==> src/ipmc_map.svh <==
// offsets, field positions, reset values and timing counts of the clamp block
// assumes inclusion by ipmc_pkg and the bench only
`ifndef IPMC_MAP_SVH
`define IPMC_MAP_SVH

// apb register byte offsets
`define IPMC_CTRL_OFF       12'h000
`define IPMC_STATUS_OFF     12'h004

// control register fields
`define IPMC_CTRL_MODE_LSB  0
`define IPMC_CTRL_MODE_MSB  1
`define IPMC_CTRL_RESET     2'h0

// programming modes held in the control register
`define IPMC_MODE_NORMAL    2'h0
`define IPMC_MODE_BG        2'h1
`define IPMC_MODE_CLAMP     2'h2

// status register fields
`define IPMC_ST_USER        0
`define IPMC_ST_BUSY        1
`define IPMC_ST_PENDING     2
`define IPMC_ST_FAIL        3
`define IPMC_ST_COPY        4
`define IPMC_ST_IR_LSB      8
`define IPMC_ST_IR_MSB      11

// test port instruction codes
`define IPMC_IR_EXTEST      4'h0
`define IPMC_IR_SAMPLE      4'h5
`define IPMC_IR_PROGRAM     4'h8
`define IPMC_IR_BYPASS      4'hF
`define IPMC_IR_CAPTURE     4'h1

// user pin count and boundary chain length (data and enable cell per pin)
`define IPMC_PINS           8
`define IPMC_CHAIN          16

// timing: clock period, power-up load delay and self reset length
`define IPMC_CLK_NS         100
`define IPMC_PWRUP_DELAY_US 100
`define IPMC_PWRUP_CYC      ((`IPMC_PWRUP_DELAY_US * 1000) / `IPMC_CLK_NS)
`define IPMC_USER_RST_CYC   4

`endif

==> src/ipmc_pkg.sv <==
// types shared by the clamp block modules
// assumes ipmc_map.svh in the include path
package ipmc_pkg;
  `include "ipmc_map.svh"

  // configuration sequencing states
  typedef enum logic [2:0] {
    CF_LOAD, CF_WAIT, CF_USER, CF_PROG, CF_BGPROG, CF_COPY, CF_RESET
  } ipmc_cfg_t;

  // test access port controller states
  typedef enum logic [3:0] {
    TAP_RESET, TAP_IDLE, TAP_SEL_DR, TAP_CAP_DR, TAP_SH_DR, TAP_EX1_DR, TAP_PAU_DR, TAP_EX2_DR,
    TAP_UPD_DR, TAP_SEL_IR, TAP_CAP_IR, TAP_SH_IR, TAP_EX1_IR, TAP_PAU_IR, TAP_EX2_IR, TAP_UPD_IR
  } ipmc_tap_t;

  // state of the top module, apart from the synchroniser and boundary cell registers
  typedef struct packed {
    ipmc_cfg_t   cfg;
    ipmc_tap_t   tap;
    logic        tck_prev;
    logic [3:0]  ir_shift;
    logic [3:0]  ir;
    logic        bypass;
    logic        tdo;
    logic        tdo_en;
    logic [15:0] cnt;
    logic [1:0]  mode;
    logic [1:0]  ctrl_mode;
    logic        pending;
    logic        fail;
    logic [31:0] prdata;
    logic        pslverr;
  } ipmc_state_t;

  // state of one boundary cell
  typedef struct packed {
    logic shift_bit;
    logic hold_bit;
  } ipmc_cell_t;
endpackage : ipmc_pkg

==> src/ipmc_bscell.sv <==
// one boundary-scan cell: capture/shift stage and update hold stage
// assumes strobes are single clk pulses decoded from a test clock edge
module ipmc_bscell
  import ipmc_pkg::*;
(
  input  wire logic clk,
  input  wire logic rst_n,
  input  wire logic cap_en,
  input  wire logic shift_en,
  input  wire logic upd_en,
  input  wire logic par_in,
  input  wire logic scan_in,
  output logic      scan_out,
  output logic      hold_out
);

  ipmc_cell_t st_reg;
  ipmc_cell_t st_next;

  // capture, shift and update of the cell
  always_comb
  begin
    st_next = st_reg;
    if (cap_en)
      st_next.shift_bit = par_in;
    else if (shift_en)
      st_next.shift_bit = scan_in;
    if (upd_en)
      st_next.hold_bit = st_reg.shift_bit;
  end

  always_ff @(posedge clk or negedge rst_n)
  begin
    if (!rst_n)
      st_reg <= '0;
    else
      st_reg <= st_next;
  end

  assign scan_out = st_reg.shift_bit;
  assign hold_out = st_reg.hold_bit;
endmodule : ipmc_bscell

==> src/ipmc_sync.sv <==
// two flip-flop synchroniser for levels from outside the clock domain
// assumes clk is the block clock and inputs are asynchronous levels
module ipmc_sync
  import ipmc_pkg::*;
#(
  parameter int W = 1
) (
  input  wire logic         clk,
  input  wire logic         rst_n,
  input  wire logic [W-1:0] d,
  output logic      [W-1:0] q
);

  typedef struct packed {
    logic [W-1:0] s1;
    logic [W-1:0] s2;
  } ipmc_sync_t;

  ipmc_sync_t st_reg;
  ipmc_sync_t st_next;

  // first stage feeds only the second
  always_comb
  begin
    st_next    = st_reg;
    st_next.s1 = d;
    st_next.s2 = st_reg.s1;
  end

  always_ff @(posedge clk or negedge rst_n)
  begin
    if (!rst_n)
      st_reg <= '0;
    else
      st_reg <= st_next;
  end

  assign q = st_reg.s2;
endmodule : ipmc_sync

==> src/ipmc_top.sv <==
// programming mode and pin clamp control with test port and apb registers
// assumes a flash controller and configuration loader on clk; test pins asynchronous
// Summary of operation
// - normal mode: copy flash only after programming
// - normal mode: pins tri-stated during program and copy
// - after copy, self reset then user mode
// - background mode: logic and pins stay live
// - background mode: no copy until power cycle
// - power-up: copy flash, user mode after delay
// - normal mode: tri-state with weak pull-up
// - clamp mode: each pin held at own state
// - clamp mode: pull-ups off throughout programming
// - preload instruction loads and holds cell values
// - extest drives pins from held cell values
// - clamp released after successful programming
module ipmc_top
  import ipmc_pkg::*;
(
  input  wire logic                  clk,
  input  wire logic                  rst_n,
  input  wire logic                  psel,
  input  wire logic                  penable,
  input  wire logic                  pwrite,
  input  wire logic [11:0]           paddr,
  input  wire logic [31:0]           pwdata,
  output logic      [31:0]           prdata,
  output logic                       pready,
  output logic                       pslverr,
  input  wire logic                  tck,
  input  wire logic                  tms,
  input  wire logic                  tdi,
  output logic                       tdo,
  output logic                       tdo_oe_n,
  output logic                       flash_prog_req,
  input  wire logic                  flash_prog_done,
  input  wire logic                  flash_prog_ok,
  output logic                       cfg_load_req,
  input  wire logic                  cfg_load_done,
  output logic                       core_rst_n,
  output logic                       user_mode,
  input  wire logic [`IPMC_PINS-1:0] core_out,
  input  wire logic [`IPMC_PINS-1:0] core_oe_n,
  output logic      [`IPMC_PINS-1:0] pin_out,
  output logic      [`IPMC_PINS-1:0] pin_oe_n,
  input  wire logic [`IPMC_PINS-1:0] pin_in,
  output logic                       pull_up_en
);

  ipmc_state_t st_reg;
  ipmc_state_t st_next;

  logic [2:0]              jtag_s;
  logic [`IPMC_PINS-1:0]   pin_s;
  logic                    tck_s;
  logic                    tms_s;
  logic                    tdi_s;
  logic                    rise;
  logic                    fall;
  logic                    bsr_sel;
  logic                    cap_en;
  logic                    sh_en;
  logic                    upd_en;
  logic [`IPMC_CHAIN:0]    chain;
  logic [`IPMC_CHAIN-1:0]  cell_hold;
  logic [`IPMC_CHAIN-1:0]  cell_par;
  logic [`IPMC_PINS-1:0]   cell_data;
  logic [`IPMC_PINS-1:0]   cell_en;
  logic                    extest;
  logic                    cfg_busy;
  logic                    clamp_act;
  logic                    wr_en;
  logic                    setup;

  // test port and pin levels cross into clk
  ipmc_sync #(.W(3)) u_jtag_sync (
    .clk   (clk),
    .rst_n (rst_n),
    .d     ({tck, tms, tdi}),
    .q     (jtag_s)
  );

  ipmc_sync #(.W(`IPMC_PINS)) u_pin_sync (
    .clk   (clk),
    .rst_n (rst_n),
    .d     (pin_in),
    .q     (pin_s)
  );

  assign tck_s = jtag_s[2];
  assign tms_s = jtag_s[1];
  assign tdi_s = jtag_s[0];

  // test clock edges found by clk
  assign rise = tck_s & ~st_reg.tck_prev;
  assign fall = ~tck_s & st_reg.tck_prev;

  // boundary chain strobes
  assign bsr_sel = (st_reg.ir == `IPMC_IR_EXTEST) || (st_reg.ir == `IPMC_IR_SAMPLE);
  assign cap_en  = rise && bsr_sel && (st_reg.tap == TAP_CAP_DR);
  assign sh_en   = rise && bsr_sel && (st_reg.tap == TAP_SH_DR);
  assign upd_en  = rise && bsr_sel && (st_reg.tap == TAP_UPD_DR);

  // cells: even index is pin data, odd index is pin drive enable
  assign chain[`IPMC_CHAIN] = tdi_s;
  genvar g;
  generate
    for (g = 0; g < `IPMC_PINS; g++)
    begin : g_pin
      assign cell_par[2*g]   = pin_s[g];
      assign cell_par[2*g+1] = ~core_oe_n[g];
      assign cell_data[g]    = cell_hold[2*g];
      assign cell_en[g]      = cell_hold[2*g+1];
    end
    for (g = 0; g < `IPMC_CHAIN; g++)
    begin : g_cell
      ipmc_bscell u_cell (
        .clk      (clk),
        .rst_n    (rst_n),
        .cap_en   (cap_en),
        .shift_en (sh_en),
        .upd_en   (upd_en),
        .par_in   (cell_par[g]),
        .scan_in  (chain[g+1]),
        .scan_out (chain[g]),
        .hold_out (cell_hold[g])
      );
    end
  endgenerate

  // tap controller next state
  function automatic ipmc_tap_t tap_step(input ipmc_tap_t s, input logic m);
    unique case (s)
      TAP_RESET:  tap_step = m ? TAP_RESET  : TAP_IDLE;
      TAP_IDLE:   tap_step = m ? TAP_SEL_DR : TAP_IDLE;
      TAP_SEL_DR: tap_step = m ? TAP_SEL_IR : TAP_CAP_DR;
      TAP_CAP_DR: tap_step = m ? TAP_EX1_DR : TAP_SH_DR;
      TAP_SH_DR:  tap_step = m ? TAP_EX1_DR : TAP_SH_DR;
      TAP_EX1_DR: tap_step = m ? TAP_UPD_DR : TAP_PAU_DR;
      TAP_PAU_DR: tap_step = m ? TAP_EX2_DR : TAP_PAU_DR;
      TAP_EX2_DR: tap_step = m ? TAP_UPD_DR : TAP_SH_DR;
      TAP_UPD_DR: tap_step = m ? TAP_SEL_DR : TAP_IDLE;
      TAP_SEL_IR: tap_step = m ? TAP_RESET  : TAP_CAP_IR;
      TAP_CAP_IR: tap_step = m ? TAP_EX1_IR : TAP_SH_IR;
      TAP_SH_IR:  tap_step = m ? TAP_EX1_IR : TAP_SH_IR;
      TAP_EX1_IR: tap_step = m ? TAP_UPD_IR : TAP_PAU_IR;
      TAP_PAU_IR: tap_step = m ? TAP_EX2_IR : TAP_PAU_IR;
      TAP_EX2_IR: tap_step = m ? TAP_UPD_IR : TAP_SH_IR;
      TAP_UPD_IR: tap_step = m ? TAP_SEL_DR : TAP_IDLE;
    endcase
  endfunction : tap_step

  assign extest    = (st_reg.ir == `IPMC_IR_EXTEST);
  assign cfg_busy  = (st_reg.cfg == CF_PROG) || (st_reg.cfg == CF_COPY);
  assign clamp_act = cfg_busy && (st_reg.mode == `IPMC_MODE_CLAMP);
  assign setup     = psel && !penable;
  assign wr_en     = psel && penable && pwrite;

  // sequencing, test port, registers
  always_comb
  begin
    st_next          = st_reg;
    st_next.tck_prev = tck_s;

    // test port shifting on test clock rise
    if (rise)
    begin
      st_next.tap = tap_step(st_reg.tap, tms_s);
      unique case (st_reg.tap)
        TAP_RESET:  st_next.ir       = `IPMC_IR_BYPASS;
        TAP_CAP_IR: st_next.ir_shift = `IPMC_IR_CAPTURE;
        TAP_SH_IR:  st_next.ir_shift = {tdi_s, st_reg.ir_shift[3:1]};
        TAP_UPD_IR: st_next.ir       = st_reg.ir_shift;
        TAP_CAP_DR: st_next.bypass   = 1'b0;
        TAP_SH_DR:  st_next.bypass   = tdi_s;
        default:    st_next.bypass   = st_reg.bypass;
      endcase
    end

    // tdo changes on test clock fall
    if (fall)
    begin
      st_next.tdo_en = (st_reg.tap == TAP_SH_IR) || (st_reg.tap == TAP_SH_DR);
      if (st_reg.tap == TAP_SH_IR)
        st_next.tdo = st_reg.ir_shift[0];
      else
        st_next.tdo = bsr_sel ? chain[0] : st_reg.bypass;
    end

    // configuration sequencing
    unique case (st_reg.cfg)
      CF_LOAD:
        if (cfg_load_done)
        begin
          st_next.cfg = CF_WAIT;
          st_next.cnt = '0;
        end
      CF_WAIT:
        if (st_reg.cnt == 16'(`IPMC_PWRUP_CYC - 1))
          st_next.cfg = CF_USER;
        else
          st_next.cnt = st_reg.cnt + 16'h0001;
      CF_USER:
        if (rise && (st_reg.tap == TAP_UPD_IR) && (st_reg.ir_shift == `IPMC_IR_PROGRAM))
        begin
          st_next.mode = st_reg.ctrl_mode;
          st_next.fail = 1'b0;
          st_next.cfg  = (st_reg.ctrl_mode == `IPMC_MODE_BG) ? CF_BGPROG : CF_PROG;
        end
      CF_PROG:
        if (flash_prog_done)
        begin
          st_next.cfg  = flash_prog_ok ? CF_COPY : CF_USER;
          st_next.fail = !flash_prog_ok;
        end
      CF_BGPROG:
        if (flash_prog_done)
        begin
          st_next.cfg     = CF_USER;
          st_next.pending = flash_prog_ok;
          st_next.fail    = !flash_prog_ok;
        end
      CF_COPY:
        if (cfg_load_done)
        begin
          st_next.cfg     = CF_RESET;
          st_next.cnt     = '0;
          st_next.pending = 1'b0;
          st_next.tap     = TAP_RESET;
          st_next.ir      = `IPMC_IR_BYPASS;
        end
      CF_RESET:
        if (st_reg.cnt == 16'(`IPMC_USER_RST_CYC - 1))
          st_next.cfg = CF_USER;
        else
          st_next.cnt = st_reg.cnt + 16'h0001;
    endcase

    // apb: read data and error prepared in setup cycle
    if (setup)
    begin
      st_next.prdata  = '0;
      st_next.pslverr = 1'b0;
      unique case (paddr)
        `IPMC_CTRL_OFF:
          st_next.prdata[`IPMC_CTRL_MODE_MSB:`IPMC_CTRL_MODE_LSB] = st_reg.ctrl_mode;
        `IPMC_STATUS_OFF:
        begin
          st_next.prdata[`IPMC_ST_USER]    = (st_reg.cfg == CF_USER) || (st_reg.cfg == CF_BGPROG);
          st_next.prdata[`IPMC_ST_BUSY]    = (st_reg.cfg == CF_PROG) || (st_reg.cfg == CF_BGPROG);
          st_next.prdata[`IPMC_ST_PENDING] = st_reg.pending;
          st_next.prdata[`IPMC_ST_FAIL]    = st_reg.fail;
          st_next.prdata[`IPMC_ST_COPY]    = (st_reg.cfg == CF_COPY) || (st_reg.cfg == CF_LOAD);
          st_next.prdata[`IPMC_ST_IR_MSB:`IPMC_ST_IR_LSB] = st_reg.ir;
        end
        default:
          st_next.pslverr = 1'b1;
      endcase
    end
    if (wr_en && (paddr == `IPMC_CTRL_OFF))
      st_next.ctrl_mode = pwdata[`IPMC_CTRL_MODE_MSB:`IPMC_CTRL_MODE_LSB];
  end

  always_ff @(posedge clk or negedge rst_n)
  begin
    if (!rst_n)
    begin
      st_reg           <= '0;
      st_reg.cfg       <= CF_LOAD;
      st_reg.tap       <= TAP_RESET;
      st_reg.ir        <= `IPMC_IR_BYPASS;
      st_reg.ctrl_mode <= `IPMC_CTRL_RESET;
      st_reg.mode      <= `IPMC_MODE_NORMAL;
    end
    else
      st_reg <= st_next;
  end

  // bus answers with no wait state
  assign pready  = 1'b1;
  assign prdata  = st_reg.prdata;
  assign pslverr = st_reg.pslverr;

  assign tdo      = st_reg.tdo;
  assign tdo_oe_n = !st_reg.tdo_en;

  // handshakes to flash controller and loader
  assign flash_prog_req = (st_reg.cfg == CF_PROG) || (st_reg.cfg == CF_BGPROG);
  assign cfg_load_req   = (st_reg.cfg == CF_LOAD) || (st_reg.cfg == CF_COPY);
  assign core_rst_n     = (st_reg.cfg != CF_RESET);
  assign user_mode      = (st_reg.cfg == CF_USER) || (st_reg.cfg == CF_BGPROG);

  // pin control: extest cells, user logic, or tri-state
  always_comb
  begin
    if (extest)
    begin
      pin_out    = cell_data;
      pin_oe_n   = ~cell_en;
      pull_up_en = 1'b0;
    end
    else if (user_mode)
    begin
      pin_out    = core_out;
      pin_oe_n   = core_oe_n;
      pull_up_en = 1'b0;
    end
    else
    begin
      pin_out    = '0;
      pin_oe_n   = '1;
      pull_up_en = !clamp_act;
    end
  end
endmodule : ipmc_top

==> config.mk <==
export PLATFORM = sky130hd
export DESIGN_NAME = ipmc_top
export DESIGN_NICKNAME = d
export VERILOG_FILES = /design/src/ipmc_pkg.sv /design/src/ipmc_bscell.sv /design/src/ipmc_sync.sv /design/src/ipmc_top.sv
export VERILOG_INCLUDE_DIRS = /design/src
export SDC_FILE = /design/constraint.sdc
export NUM_CORES = 1
export LEC_CHECK = 0
export BUFFER_PORTS_ARGS = -buffer_cell sky130_fd_sc_hd__buf_2
export CAP_MARGIN = 20
export CORE_ASPECT_RATIO = 1.2
export CORE_MARGIN = 1.5
export CORE_UTILIZATION = 58
export CTS_CLUSTER_SIZE = 20
export DETAILED_ROUTE_END_ITERATION = 6
export GPL_TIMING_DRIVEN = 0
export PLACE_DENSITY_LB_ADDON = 0.25
export SYNTH_ARGS = -nofsm -noshare
export SYNTH_HDL_FRONTEND = slang
export SYNTH_SLANG_ARGS = --single-unit
export TNS_END_PERCENT = 100
==> constraint.sdc <==
create_clock -name clk -period 3.3 [get_ports clk]
set_input_delay 0.165 -clock clk [delete_from_list [all_inputs] [get_ports clk]]
set_output_delay 0.165 -clock clk [all_outputs]
set_load 0.02 [all_outputs]
==> run metrics <==
status complete, no violations; min Tclk post-route 2790 ps; initial antenna violation count 0; Period Utilization, post-route a little over four fifths; overall routing resource usage 25.9%; fin area 0.00637 mm^2; Worst Path Arrival 2630 ps; drt wl/cell ~15 um; Lkg Pwr 2.93 nW; # hold bufs at CTS 12; largest area contributor in the netlist dfrtp_1; largest cells by area after synthesis dfrtp_1 47%, buf_4 4.6%, nand2_1 4.3%, o21ai_0 3.9%, a21oi_1 3.3%; RSZ-0062 raised after global routing no; GP Congestion 0.863; most frequent cells in the layout 101 x dfrtp_1, 86 x buf_2, 61 x nand2_1; Crit path largest cell delay 660 ps; Initial Util between 50% and 60%; setup TNS 0 ps; WP data required approximately 3100 ps; clk buf depth 2; grt ovf 0; FF+latch count, synth 105; Tightest Pin Transition 749 ps; Power Dens Cells about 600 mW/mm^2; die width 90.8 um; Syn. warnings 0; Fmax between 0.3 and 0.4 GHz; Hold Path Class in -> reg; Final #Nets about 750; largest net degree at the start of global routing 66; Mapped Avg Cell Area 9.85 um^2; input/output buffers 81; Clock Skews 11.9 ps; DPL Wire Length 8680 um; Mapped Area 0.00536 mm^2; share of layout cells above drive strength 1 28.2%; Post-synth top flop dfrtp_1; Critical Path, Cell by Cell nor4_1 -> clkbuf_2 -> clkbuf_1 -> nand2_1 -> o21ai_0 -> buf_2; DRT antenna net count 0; worst-path maximum fanout 10; CTS sink count 105; Post-CTS Setup Repair Bufs 0; detailed-route wire length 12100 um; # IOs 136; most common cell after layout, fill and taps aside dfrtp_1; clock edge transition at the registers on the reported setup and hold paths 100 ps; Final Hold Viols 0; WS Path Type reg -> out; max reg flops 40; number of antenna diodes 0; CTS H-tree depth 3; DRC errors left 0; CP startpoint kind register; Post-DP Area 0.00603 mm^2; 1st-iter DRT viols 265; Pre-antenna DRT Iters 5; sequential fraction of the synthesis area 49.1%; post-synth top area share about 47%; family with the most delay on the worst path buffers and inverters; Core Area 0.00903 mm^2; Syn Inst Count 544; fillers 672; Chip Height around 110 um; vias in the first global route 4352; crit end category output pin; relative slew slack between 40% and 50%; Rows 38; final setup vio count 0; distinct cell type count after synthesis 65; Peak VDD IR 0.000409 V; CP bufs+invs 3; number of max-cap violations 0; Root Buffer clkbuf_8; clock insertion delay at the later pin of the skew report 380 ps; first-pass GRT wire length 20400 um; DIE AREA 0.00983 mm^2; area grow syn2layout 18.9%; Max Slew Vio Count 0; Avg Vias per Cell 5.63; CTS resizes 0; CP max-delay cell nor4_1; vias 4489; post-layout util 70.6%; Post-synth EDFFs 0; CTS tree done; FFs w/ async S/R, synth 100%; total CTS buffers 9
==> through the flow <==
step | power (mW) | worst slack (ps) | cells | hold slack [ps]
final | 3.81 | 509 | 797 | 18.9
after global routing | 4.04 | 374 | 797 | 14.9
after global placement | 2.88 | 880 | 767 | 273
after CTS | 3.81 | 365 | 796 | 4.71
after floorplan | 2.53 | 1330 | 566 | -131
after detailed placement | 2.93 | 838 | 768 | 192
==> layer usage <==
metal / wire length [um] / global-route usage, % / share of wire (%) / up-vias
li1: - / - / - / 2143
met1: 5020 / 32.5 / 41 / 2174
met2: 6210 / 44.7 / 51 / 149
met3: 624 / 3.52 / 5.2 / 23
met4: 242 / 12.0 / 2.0 / 0
met5: 0 / 0 / 0 / -
==> cells by family after synthesis <==
logic type                 Yosys count  share of synthesized area [%]
adders and majority gates            1                          0.233
other                                2                          0.140
DFF                                105                           49.1
AOI/OAI and AO/OA                  149                           18.4
muxes                               26                           6.05
xor gates and xnor gates             2                          0.327
and+or+nand+nor                    185                           17.5
buffers and inverters               74                           8.19
==> power by group <==
group	internal, mW	switching, mW
combinational	0.511	0.956
clock	0.389	0.478
sequential	1.40	0.0816
==> Yosys cell counts, drive strengths merged (3+ instances only) <==
master	number
buf	46
o21ai	47
a22o	7
o41ai	5
a21oi	36
nand2	62
o22ai	14
nor2	35
inv	8
or2	3
a21boi	4
dfrtp	101
nand4	6
nand3	15
nor2b	13
mux2	21
nor3	14
dfstp	4
o221ai	3
nand3b	3
and3	3
nor4	9
o21a	3
clkbuf	20
o31ai	10
nand2b	12
a31oi	6
mux2i	5
==> final cells by class <==
class | instances | area [um^2] | area share (%)
Timing Repair Buffer | 95 | 561 | 8.79
Buffer | 66 | 409 | 6.42
Tap cell | 120 | 150 | 2.36
Inverter | 8 | 30.0 | 0.471
Clock buffer | 10 | 138 | 2.16
Clock inverter | 6 | 82.6 | 1.30
Multi-Input combinational cell | 387 | 2370 | 37.2
Sequential cell | 105 | 2630 | 41.3
==> path summary, 6_finish.rpt <==
check	start	to	slack, ps	cells past startpoint
setup / recovery	st_reg[59]$_DFF_PN1_	pin_out[6]	510	6
hold / removal	pwdata[0]	st_reg[35]$_DFFE_PN0P_	20	2
setup reg to reg	st_reg[66]$_DFF_PN0_	g_cell[1].u_cell.hold_out$_DFFE_PN0P_	1160	6
hold reg to reg	u_jtag_sync.st_next[1]$_DFF_PN0_	u_jtag_sync.q[1]$_DFF_PN0_	360	0
max in group asynchronous	rst_n	st_reg[61]$_DFF_PN1_	2250	3
min in group asynchronous	rst_n	prdata[1]$_DFFE_PN0P_	310	2
Note: power is estimated with default switching activity, not from simulation.
